File: config.mk
export PLATFORM = sky130hd
export DESIGN_NAME = cmc_comparator_control
export DESIGN_NICKNAME = d
export VERILOG_FILES = /design/src/design/cmc_sync.v /design/src/design/cmc_edge.v /design/src/design/cmc_comparator_control.v
export VERILOG_INCLUDE_DIRS = /design/src /design/src/design
export SDC_FILE = /design/constraint.sdc
export NUM_CORES = 1
export LEC_CHECK = 0
export BUFFER_PORTS_ARGS = -buffer_cell sky130_fd_sc_hd__buf_2
export CORE_MARGIN = 10
export CORE_UTILIZATION = 41
export CTS_CLUSTER_SIZE = 20
export DETAILED_ROUTE_END_ITERATION = 12
export HOLD_SLACK_MARGIN = 0.1
export PLACE_DENSITY_LB_ADDON = 0.12
export SETUP_SLACK_MARGIN = 0.5
export SYNTH_ARGS = -nofsm -noshare
export SYNTH_HDL_FRONTEND = slang
export SYNTH_SLANG_ARGS = --single-unit
File: constraint.sdc
create_clock -name clk -period 1.12 [get_ports clk]
set_input_delay 0 -clock clk [delete_from_list [all_inputs] [get_ports clk]]
set_output_delay 0 -clock clk [all_outputs]
set_load 0.01 [all_outputs]
File: src/design/cmc_map.vh
// register offsets, field positions and reset values of the comparator control block
`ifndef CMC_MAP_VH
`define CMC_MAP_VH

// ----------------------------------------
// register byte offsets
// ----------------------------------------
`define CMC_OFS_CTRL 4'h0
`define CMC_OFS_STAT 4'h4
`define CMC_OFS_MASK 4'h8

// ----------------------------------------
// control register fields
// ----------------------------------------
`define CMC_BIT_ENABLE 15
`define CMC_BIT_DRIVE 14
`define CMC_BIT_INVERT 13
`define CMC_BIT_RESULT 8
`define CMC_EDGE_HI 7
`define CMC_EDGE_LO 6
`define CMC_BIT_POSSEL 4
`define CMC_NEG_HI 1
`define CMC_NEG_LO 0
`define CMC_CTRL_WMASK 32'h0000e0d3
`define CMC_CTRL_RESET 32'h000000c3

// ----------------------------------------
// edge select and negative input codes
// ----------------------------------------
`define CMC_EDGE_OFF 2'h0
`define CMC_EDGE_RISE 2'h1
`define CMC_EDGE_FALL 2'h2
`define CMC_EDGE_BOTH 2'h3
`define CMC_NEG_PIN_B 2'h0
`define CMC_NEG_PIN_C 2'h1
`define CMC_NEG_PIN_D 2'h2
`define CMC_NEG_REF 2'h3

// ----------------------------------------
// bus answers
// ----------------------------------------
`define CMC_RESP_OKAY 2'h0
`define CMC_RESP_SLVERR 2'h2

`endif

File: src/design/cmc_sync.v
// two flip-flop synchroniser for a level from outside the clock domain
`timescale 1ns/1ps
module cmc_sync (
	clk,
	rst_b,
	asyncIn,
	syncOut
);
	input wire clk;
	input wire rst_b;
	input wire asyncIn; // raw level
	output reg syncOut; // level safe to read

	reg metaStage_reg; // first stage, read only by syncOut

	// ----------------------------------------
	// two-stage capture
	// ----------------------------------------
	always @(posedge clk) begin
		if (!rst_b) begin
			metaStage_reg <= 1'b0;
			syncOut <= 1'b0;
		end else begin
			metaStage_reg <= asyncIn;
			syncOut <= metaStage_reg;
		end
	end
endmodule

File: src/design/cmc_edge.v
// edge detector on the polarity-corrected comparator result
`timescale 1ns/1ps
`include "cmc_map.vh"
module cmc_edge (
	clk,
	rst_b,
	levelIn,
	enable,
	edgeSelect,
	edgePulse
);
	input wire clk;
	input wire rst_b;
	input wire levelIn; // synchronised, polarity applied
	input wire enable; // module enabled
	input wire [1:0] edgeSelect; // which transitions count
	output reg edgePulse; // one-cycle event

	reg prevLevel_reg; // level one cycle ago
	wire rise; // low-to-high seen
	wire fall; // high-to-low seen

	assign rise = levelIn & ~prevLevel_reg;
	assign fall = ~levelIn & prevLevel_reg;

	// ----------------------------------------
	// qualify edges by the selected polarity
	// ----------------------------------------
	always @(posedge clk) begin
		if (!rst_b) begin
			prevLevel_reg <= 1'b0;
			edgePulse <= 1'b0;
		end else begin
			prevLevel_reg <= levelIn;
			case (edgeSelect)
				`CMC_EDGE_RISE: edgePulse <= enable & rise;
				`CMC_EDGE_FALL: edgePulse <= enable & fall;
				`CMC_EDGE_BOTH: edgePulse <= enable & (rise | fall);
				default: edgePulse <= 1'b0;
			endcase
		end
	end
endmodule

File: src/design/cmc_comparator_control.v
// AXI4-Lite register block and control logic around one analog comparator
// Overview of operation
// - bit 15 enables comparator and gates edge events
// - bit 14 routes result to pin
// - bit 13 inverts the comparator result
// - inversion also feeds the interrupt edge detector
// - bit 8 shows live result, read-only
// - bits 7-6 pick interrupt edge or none
// - bit 4 picks reference or pin A
// - bits 1-0 pick negative input source
// - unimplemented control bits read zero
`timescale 1ns/1ps
`include "cmc_map.vh"
module cmc_comparator_control (
	clk,
	rst_b,
	s_axi_awaddr,
	s_axi_awvalid,
	s_axi_awready,
	s_axi_wdata,
	s_axi_wstrb,
	s_axi_wvalid,
	s_axi_wready,
	s_axi_bresp,
	s_axi_bvalid,
	s_axi_bready,
	s_axi_araddr,
	s_axi_arvalid,
	s_axi_arready,
	s_axi_rdata,
	s_axi_rresp,
	s_axi_rvalid,
	s_axi_rready,
	comparatorResult,
	comparatorEnable,
	positiveInputSelect,
	negativeInputSelect,
	resultOutputPin,
	resultOutputPinOe,
	edgeIrqPulse,
	irq
);
	parameter ADDR_WIDTH = 4;

	input wire clk;
	input wire rst_b;
	input wire [ADDR_WIDTH-1:0] s_axi_awaddr;
	input wire s_axi_awvalid;
	output reg s_axi_awready;
	input wire [31:0] s_axi_wdata;
	input wire [3:0] s_axi_wstrb;
	input wire s_axi_wvalid;
	output reg s_axi_wready;
	output reg [1:0] s_axi_bresp;
	output reg s_axi_bvalid;
	input wire s_axi_bready;
	input wire [ADDR_WIDTH-1:0] s_axi_araddr;
	input wire s_axi_arvalid;
	output reg s_axi_arready;
	output reg [31:0] s_axi_rdata;
	output reg [1:0] s_axi_rresp;
	output reg s_axi_rvalid;
	input wire s_axi_rready;
	input wire comparatorResult; // raw analog core output
	output reg comparatorEnable; // powers the analog core
	output reg positiveInputSelect; // 1 reference, 0 pin A
	output reg [1:0] negativeInputSelect; // negative mux code
	output reg resultOutputPin; // output pin level
	output reg resultOutputPinOe; // output pin drive enable
	output reg edgeIrqPulse; // one-cycle event request
	output reg irq; // level interrupt

	// ----------------------------------------
	// state
	// ----------------------------------------
	reg [31:0] ctrl_reg; // control register, implemented bits only
	reg eventStatus_reg; // sticky edge event
	reg eventMask_reg; // 1 lets the event reach irq
	reg eventStatus_next; // status value after this edge
	reg eventMask_next; // mask value after this edge
	reg awHeld_reg; // write address captured
	reg wHeld_reg; // write data captured
	reg [ADDR_WIDTH-1:0] awAddr_reg; // captured write address
	reg [31:0] wData_reg; // captured write data
	reg [3:0] wStrb_reg; // captured byte enables
	wire resultSync; // synchronised result
	wire polResult; // result after inversion
	wire edgeEvent; // qualified edge pulse
	wire doWrite; // both halves of a write present
	wire [31:0] wMerged; // strobe-merged write data
	wire wrCtrl; // write hits control
	wire wrStat; // write hits status
	wire wrMask; // write hits mask

	// merge new data under byte strobes
	function [31:0] strobeMerge;
		input [31:0] oldVal;
		input [31:0] newVal;
		input [3:0] strb;
		integer i;
		begin
			strobeMerge = oldVal;
			for (i = 0; i < 4; i = i + 1) begin
				if (strb[i]) begin
					strobeMerge[i*8 +: 8] = newVal[i*8 +: 8];
				end
			end
		end
	endfunction

	// word-aligned address compare
	function addrHit;
		input [ADDR_WIDTH-1:0] addr;
		input [3:0] ofs;
		begin
			addrHit = (addr[3:2] == ofs[3:2]);
		end
	endfunction

	// is the address one of the three registers
	function addrMapped;
		input [ADDR_WIDTH-1:0] addr;
		begin
			addrMapped = addrHit(addr, `CMC_OFS_CTRL) | addrHit(addr, `CMC_OFS_STAT) |
				addrHit(addr, `CMC_OFS_MASK);
		end
	endfunction

	// ----------------------------------------
	// result path
	// ----------------------------------------
	// two-flop synchroniser
	cmc_sync resultSyncer (
		.clk(clk),
		.rst_b(rst_b),
		.asyncIn(comparatorResult),
		.syncOut(resultSync)
	);

	assign polResult = resultSync ^ ctrl_reg[`CMC_BIT_INVERT];

	cmc_edge edgeDetect (
		.clk(clk),
		.rst_b(rst_b),
		.levelIn(polResult),
		.enable(ctrl_reg[`CMC_BIT_ENABLE]),
		.edgeSelect(ctrl_reg[`CMC_EDGE_HI:`CMC_EDGE_LO]),
		.edgePulse(edgeEvent)
	);

	// ----------------------------------------
	// write decode
	// ----------------------------------------
	assign doWrite = awHeld_reg & wHeld_reg & ~s_axi_bvalid;
	assign wMerged = strobeMerge(ctrl_reg, wData_reg, wStrb_reg);
	assign wrCtrl = doWrite & addrHit(awAddr_reg, `CMC_OFS_CTRL);
	assign wrStat = doWrite & addrHit(awAddr_reg, `CMC_OFS_STAT) & wStrb_reg[0];
	assign wrMask = doWrite & addrHit(awAddr_reg, `CMC_OFS_MASK) & wStrb_reg[0];

	// ----------------------------------------
	// write channels, address and data in either order
	// ----------------------------------------
	always @(posedge clk) begin
		if (!rst_b) begin
			awHeld_reg <= 1'b0;
			wHeld_reg <= 1'b0;
			awAddr_reg <= {ADDR_WIDTH{1'b0}};
			wData_reg <= 32'h00000000;
			wStrb_reg <= 4'h0;
			s_axi_awready <= 1'b0;
			s_axi_wready <= 1'b0;
			s_axi_bvalid <= 1'b0;
			s_axi_bresp <= `CMC_RESP_OKAY;
		end else begin
			// ready offered one cycle while slot empty
			s_axi_awready <= ~awHeld_reg & ~s_axi_awready & ~s_axi_bvalid;
			s_axi_wready <= ~wHeld_reg & ~s_axi_wready & ~s_axi_bvalid;
			if (s_axi_awvalid & s_axi_awready) begin
				awHeld_reg <= 1'b1;
				awAddr_reg <= s_axi_awaddr;
			end
			if (s_axi_wvalid & s_axi_wready) begin
				wHeld_reg <= 1'b1;
				wData_reg <= s_axi_wdata;
				wStrb_reg <= s_axi_wstrb;
			end
			// response after both halves
			if (doWrite) begin
				s_axi_bvalid <= 1'b1;
				s_axi_bresp <= addrMapped(awAddr_reg) ? `CMC_RESP_OKAY : `CMC_RESP_SLVERR;
				awHeld_reg <= 1'b0;
				wHeld_reg <= 1'b0;
			end else if (s_axi_bvalid & s_axi_bready) begin
				s_axi_bvalid <= 1'b0;
			end
		end
	end

	// ----------------------------------------
	// event status and mask next values
	// ----------------------------------------
	// sticky event, set wins over a same-cycle clear
	always @* begin
		eventStatus_next = eventStatus_reg;
		eventMask_next = eventMask_reg;
		// a new edge outranks the software clear
		if (edgeEvent) begin
			eventStatus_next = 1'b1;
		end else if (wrStat & wData_reg[0]) begin
			// write one to clear
			eventStatus_next = 1'b0;
		end
		// mask bit follows a write to its word
		if (wrMask) begin
			eventMask_next = wData_reg[0];
		end
	end

	// ----------------------------------------
	// registers
	// ----------------------------------------
	always @(posedge clk) begin
		if (!rst_b) begin
			ctrl_reg <= `CMC_CTRL_RESET;
			eventStatus_reg <= 1'b0;
			eventMask_reg <= 1'b0;
		end else begin
			if (wrCtrl) begin
				ctrl_reg <= wMerged & `CMC_CTRL_WMASK;
			end
			// status and mask take their prepared next values
			eventStatus_reg <= eventStatus_next;
			eventMask_reg <= eventMask_next;
		end
	end

	// ----------------------------------------
	// read channel
	// ----------------------------------------
	always @(posedge clk) begin
		if (!rst_b) begin
			s_axi_arready <= 1'b0;
			s_axi_rvalid <= 1'b0;
			s_axi_rdata <= 32'h00000000;
			s_axi_rresp <= `CMC_RESP_OKAY;
		end else begin
			s_axi_arready <= ~s_axi_arready & ~s_axi_rvalid;
			if (s_axi_arvalid & s_axi_arready) begin
				s_axi_rvalid <= 1'b1;
				s_axi_rresp <= `CMC_RESP_OKAY;
				s_axi_rdata <= 32'h00000000;
				if (addrHit(s_axi_araddr, `CMC_OFS_CTRL)) begin
					s_axi_rdata <= ctrl_reg | ({31'h00000000, polResult} << `CMC_BIT_RESULT);
				end else if (addrHit(s_axi_araddr, `CMC_OFS_STAT)) begin
					s_axi_rdata <= {31'h00000000, eventStatus_reg};
				end else if (addrHit(s_axi_araddr, `CMC_OFS_MASK)) begin
					s_axi_rdata <= {31'h00000000, eventMask_reg};
				end else begin
					s_axi_rresp <= `CMC_RESP_SLVERR;
				end
			end else if (s_axi_rvalid & s_axi_rready) begin
				s_axi_rvalid <= 1'b0;
			end
		end
	end

	// ----------------------------------------
	// analog control, pin and interrupt outputs
	// ----------------------------------------
	always @(posedge clk) begin
		if (!rst_b) begin
			comparatorEnable <= 1'b0;
			positiveInputSelect <= 1'b0;
			negativeInputSelect <= `CMC_NEG_REF;
			resultOutputPin <= 1'b0;
			resultOutputPinOe <= 1'b0;
			edgeIrqPulse <= 1'b0;
			irq <= 1'b0;
		end else begin
			comparatorEnable <= ctrl_reg[`CMC_BIT_ENABLE];
			positiveInputSelect <= ctrl_reg[`CMC_BIT_POSSEL];
			negativeInputSelect <= ctrl_reg[`CMC_NEG_HI:`CMC_NEG_LO];
			resultOutputPinOe <= ctrl_reg[`CMC_BIT_DRIVE];
			resultOutputPin <= ctrl_reg[`CMC_BIT_DRIVE] & polResult;
			edgeIrqPulse <= edgeEvent;
			// level follows unmasked status on the same edge, no lag on clear
			irq <= eventStatus_next & eventMask_next;
		end
	end
endmodule

; Word-level counts from Yosys, hierarchy flattened
; Index checks and enable logic that the tools add are counted.
[word_totals]
out_inout_bits = 49
inputBits = 52
register_bits = 87
[classes]
bitwise = 40
n_mux = 15
n_eq_ne = 7
n_reduce_logical = 7
[op_table]
columns = cell, count
row1 = bitwise AND 1 bit, 25
row2 = 2-to-1 mux 16 bit, 1
row3 = OR 16 x 9 -> 16 bit, 1
row4 = NOT 1 bit, 10
row5 = 2-to-1 mux 1 bit, 9
row6 = equality test 2 bit (second input constant), 4
row7 = 2-to-1 mux 2 bit, 4
row8 = equality test 2 x 1 -> 1 bit (second input constant), 3
row9 = zero test 2 bit, 2
row10 = AND reduction 2 bit, 2
row11 = nonzero test 2 bit, 2
row12 = OR 1 bit, 3
row13 = one-hot mux 1 bit (3 select lines), 1
row14 = OR reduction 2 bit, 1
row15 = bitwise XOR 1 bit, 1

; Logic depth before layout (Yosys ltp)
[logic_depth]
word_depth = 8
ltp_mapped = 5
depth_no_buf = 5

; Hierarchy
; From an unflattened synthesis, not the netlist that was laid out.
[unflattened]
hier_cells = 224
area_unflattened_um2 = 2139.6
[by_module_without_submodules]
columns = mod, area_per_inst_um2, n_inst, seq_area_each_um2, cells_each
row1 = cmc_comparator_control, 1976.9, 1, 960.9, 208
row2 = cmc_edge, 110.1, 1, 40.0, 12
row3 = cmc_sync, 52.6, 1, 40.0, 4

; Least setup slack after synthesis
; Ideal clock, no wire load.
[synth_path]
kind = register to register
from = register ctrl_reg[13]
to = register edgeDetect.edgePulse
setup_ns = 0.076
stages_incl_launch_ff = 6
arrival_ns = 1.129
slack_ns = -0.084
path_cell_list = dfxtp_1 xor2_1 ha_1 nand2_1 o211ai_1 a21boi_0
[synth_between]
elab_chain_cells = 6
[synth_rtl]
columns = item, line
row1 = start: declaration, cmc_comparator_control.v:76  ; reg [31:0] ctrl_reg;
row2 = start signal: assignment, cmc_comparator_control.v:224  ; ctrl_reg <= `CMC_CTRL_RESET;
row3 = start signal: assignment, cmc_comparator_control.v:229  ; ctrl_reg <= wMerged & `CMC_CTRL_WMASK;
row4 = bitwise XOR 1 bit (*), cmc_comparator_control.v:140  ; assign polResult = resultSync ^ ctrl_reg[`CMC_BIT_INVERT];
row5 = named net edgeDetect.levelIn, cmc_edge.v:14  ; input wire levelIn;
row6 = NOT 1 bit, cmc_edge.v:24  ; assign fall = ~levelIn & prevLevel_reg;
row7 = bitwise AND 1 bit, cmc_edge.v:24
row8 = OR 1 bit, cmc_edge.v:38  ; `CMC_EDGE_BOTH: edgePulse <= enable & (rise | fall);
row9 = bitwise AND 1 bit, cmc_edge.v:38
row10 = one-hot mux 1 bit (3 select lines) (*), cmc_edge.v:35  ; case (edgeSelect)
row11 = end signal: assignment, cmc_edge.v:36  ; `CMC_EDGE_RISE: edgePulse <= enable & rise;
row12 = end signal: assignment, cmc_edge.v:37  ; `CMC_EDGE_FALL: edgePulse <= enable & fall;
row13 = end signal: assignment, cmc_edge.v:38
row14 = end: declaration, cmc_edge.v:17  ; output reg edgePulse;
; Mark *: on every way through the listed nets, which the timed path passes. The rest lies on a longest branch.
; A chain may end at the register's enable or synchronous reset.

; Worst setup path after layout
[layout_path]
from = register s_axi_bvalid
to = register irq
[layout_between]
elab_chain_cells = 8
[layout_rtl]
columns = item, line
row1 = start: declaration, cmc_comparator_control.v:55  ; output reg s_axi_bvalid;
row2 = start signal: assignment, cmc_comparator_control.v:172  ; s_axi_bvalid <= 1'b0;
row3 = start signal: assignment, cmc_comparator_control.v:189  ; s_axi_bvalid <= 1'b1;
row4 = start signal: assignment, cmc_comparator_control.v:194  ; s_axi_bvalid <= 1'b0;
row5 = NOT 1 bit (*), cmc_comparator_control.v:154  ; assign doWrite = awHeld_reg & wHeld_reg & ~s_axi_bvalid;
row6 = bitwise AND 1 bit (*), cmc_comparator_control.v:154
row7 = bitwise AND 1 bit (2 in a row), cmc_comparator_control.v:157  ; assign wrStat = doWrite & addrHit(awAddr_reg, `CMC_OFS_STAT) & wStrb_reg[0];
row8 = bitwise AND 1 bit, cmc_comparator_control.v:209  ; end else if (wrStat & wData_reg[0]) begin
row9 = 2-to-1 mux 1 bit, cmc_comparator_control.v:209
row10 = 2-to-1 mux 1 bit, cmc_comparator_control.v:207  ; if (edgeEvent) begin
row11 = bitwise AND 1 bit (*), cmc_comparator_control.v:287  ; irq <= eventStatus_next & eventMask_next;
row12 = end signal: assignment, cmc_comparator_control.v:287
row13 = end: declaration, cmc_comparator_control.v:71  ; output reg irq;
; Mark *: on every way between the ends. The rest lies on a longest branch, timed or not.

==> qor.yml <==
sta:
  hold_viol_final: 3
  period_share_pct: 104.6
  rsz0062_at_grt: "true"
  worst_slack_ns: -0.05154
  fmax_ghz: 0.8536
  fin_skew_ns: 0.005668
  drv_slew: 0
  hold_ws_ns: -0.05933
  period_minus_slack_ns: 1.172
  setup_viol: 2
  setup_tns_ns: -0.05335
power:
  power_mw: 3.573
  leakage_nw: 1.309
  ir_drop_mv: 0.7097
  power_density_nw_per_um2: 1101
synth:
  synth_area_leaders: "dfxtp_1 51%, buf_4 9.1%, a21oi_1 5.6%"
  yosys.cell_types.count: 30
  ys_seq_area_share_pct: 50.58
  netlist.area_leader.share_pct: 50.58
  synth-seq-cells: 52
  netlist_top_cells_count: "52 x dfxtp_1, 29 x nand2_1, 25 x buf_4"
  syn_area_per_cell_um2: 8.949
  async_reset_ff_share_pct: 0
  netlist_instances: 230
  yosysWarnings: 0
  netlist_area_um2: 2058
  synth_area_leader_cell: "dfxtp_1"
  yosysMostFrequentCell: "dfxtp_1"
  synth-edff-count: 0
  ys.flop_type: "dfxtp_1"
setup_path:
  endpoint_kind: "flop"
  worstPathMaxFanout: 3
  crit_arrival_ns: 1.39
  critPathMaxStageDelay_ns: 0.36
  crit_chain: "and4bb_2 > nand4_1 > a221oi_2"
  start_kind: "flop"
  cp.required_ns: 1.34
  critPathSlowestCell: "dfxtp_4"
  crit_type: "flop to flop"
clock_tree:
  cts_tree: "done"
  path_clk_slew_ns: 0.09
  htree_num_levels: 2
  clockBufferDepth: 2
  numCtsBuffers: 5
  hold_buffers: 14
  clk_latency_ns: 0.31
  cts_sinks: 52
  cts-root-buf: "clkbuf_8"
die:
  io_pins: 101
  die_area_um2: 8254
  rows: 25
  start_util_pct: 43.01
  dieWidth_um: 90.85
  die_h_um: 90.85
  coreArea_um2: 4786
placed_design:
  place_area_um2: 2489
  placed_cells: 347
  io_buffers: 45
  dp_hpwl_um: 3616
  place_congestion: 0.7064
cells_and_area:
  fin_area_um2: 3244
  nNetsFinal: 371
  fin_cells: 385
  seqCellArea_um2: 1090
  diodes: 0
  largest_reg_flops: 9
  area_growth_pct: 57.63
  drive_above_1_share_pct: 56.29
  fill_cells: 386
  multi_input_area_um2: 1205
grt:
  grt_overflow: 0
  grt_use_total_pct: 12.90
  grt_pass1_vias: 1862
  grt_max_degree: 16
  grt_pass1_wl_um: 8825
  antenna_found_initial: 0
job:
  maxCapViolations: 0
routing:
  dr.pass1.iters: 4
  final_antenna_net_count: 0
  wl_per_cell_um: 14.42
  vias: 1800
  drt-total-wl_um: 5553
  drtIter0Drc: 41
  via_per_inst: 4.675
  drc: 0
status:
  status: "finished, violations left"
  violations: "negative hold slack, negative setup slack"
worst_hold_path:
  hold_path.class: "primary input to flop"
==> cell type report <==
type | count | share of cell area, %
repair buffers | 87 | 23.37
flip-flops and latches | 52 | 33.59
clock buffers | 6 | 2.545
inverters | 4 | 0.4628
multi-input cells | 167 | 37.14
clock inverters | 2 | 0.3085
well taps | 67 | 2.584
==> cells in the final DEF, fill, tap and decap left out, types with 4 or more instances in the layout <==
cell type / instances
nand2_2: 12
a22oi_2: 8
clkbuf_8: 6
buf_4: 18
a21oi_1: 5
nand2_1: 14
conb_1: 25
and2_1: 6
dfxtp_2: 21
dlygate4sd3_1: 13
o21ai_1: 4
a21oi_2: 18
buf_6: 24
dfxtp_1: 25
buf_2: 27
nand2b_1: 4
nor2_1: 15
dfxtp_4: 6
nand3_2: 4
nand3_1: 11
o21ai_2: 5
==> final timing paths <==
| check | from | end | slack [ns] | depth (start not counted) |
|---|---|---|---|---|
| hold / removal | s_axi_bready | s_axi_bvalid | -0.06 | 3 |
| setup / recovery | s_axi_bvalid | irq | -0.05 | 3 |
| hold reg to reg | awHeld_reg | s_axi_awready | 0.44 | 1 |
| setup reg to reg | s_axi_bvalid | irq | -0.05 | 3 |
==> per-layer routing <==
metal	track usage, %	part of all wire (%)	routed length [µm]	vias up
li1	-	-	-	903
met1	14.15	42	2330	847
met2	22.60	52	2898	44
met3	4.988	4.8	267	6
met4	3.525	1.0	56	0
met5	0	0	0	-
==> stage by stage <==
step                      setup slack [ns]  utilization [%]
after floorplan                   0.004308                -
after global placement            -0.01948            52.00
after detailed placement          -0.02589            52.00
after CTS                         -0.04895            64.05
after global routing              -0.09693            67.79
final                             -0.05154            67.79
==> critical path, delay by kind of cell, from the launching register on <==
kind | cells | cell delay [ns]
simple gates | 2 | 0.46
flops | 1 | 0.36
compound gates | 1 | 0.27
==> what timing repair did <==
action	4_1_cts	5_1_grt
gates cloned	2	0
pin swaps	24	31
endpoints found under the hold margin	21	7
resized for setup	62	42
setup buffers	11	3
endpoints found under the setup margin	67	71
==> logic make-up after synthesis <==
| group | count (synthesis) | synth area share, % |
|---|---|---|
| compound gates | 46 | 13.01 |
| xor+xnor | 1 | 0.4256 |
| fa+ha+maj | 2 | 1.216 |
| buf+inv | 37 | 11.43 |
| flops | 52 | 50.58 |
| mux | 2 | 0.9727 |
| other cells | 1 | 0.1822 |
| simple gates | 89 | 22.19 |
==> power by group <==
| group | total, mW | internal, mW | switching [mW] |
|---|---|---|---|
| combinational | 0.523 | 0.254 | 0.269 |
| clock | 1.10 | 0.494 | 0.601 |
| sequential | 1.96 | 1.90 | 0.0575 |
| total | 3.57 | 2.65 | 0.927 |
Power figures use the tool's default switching activity.
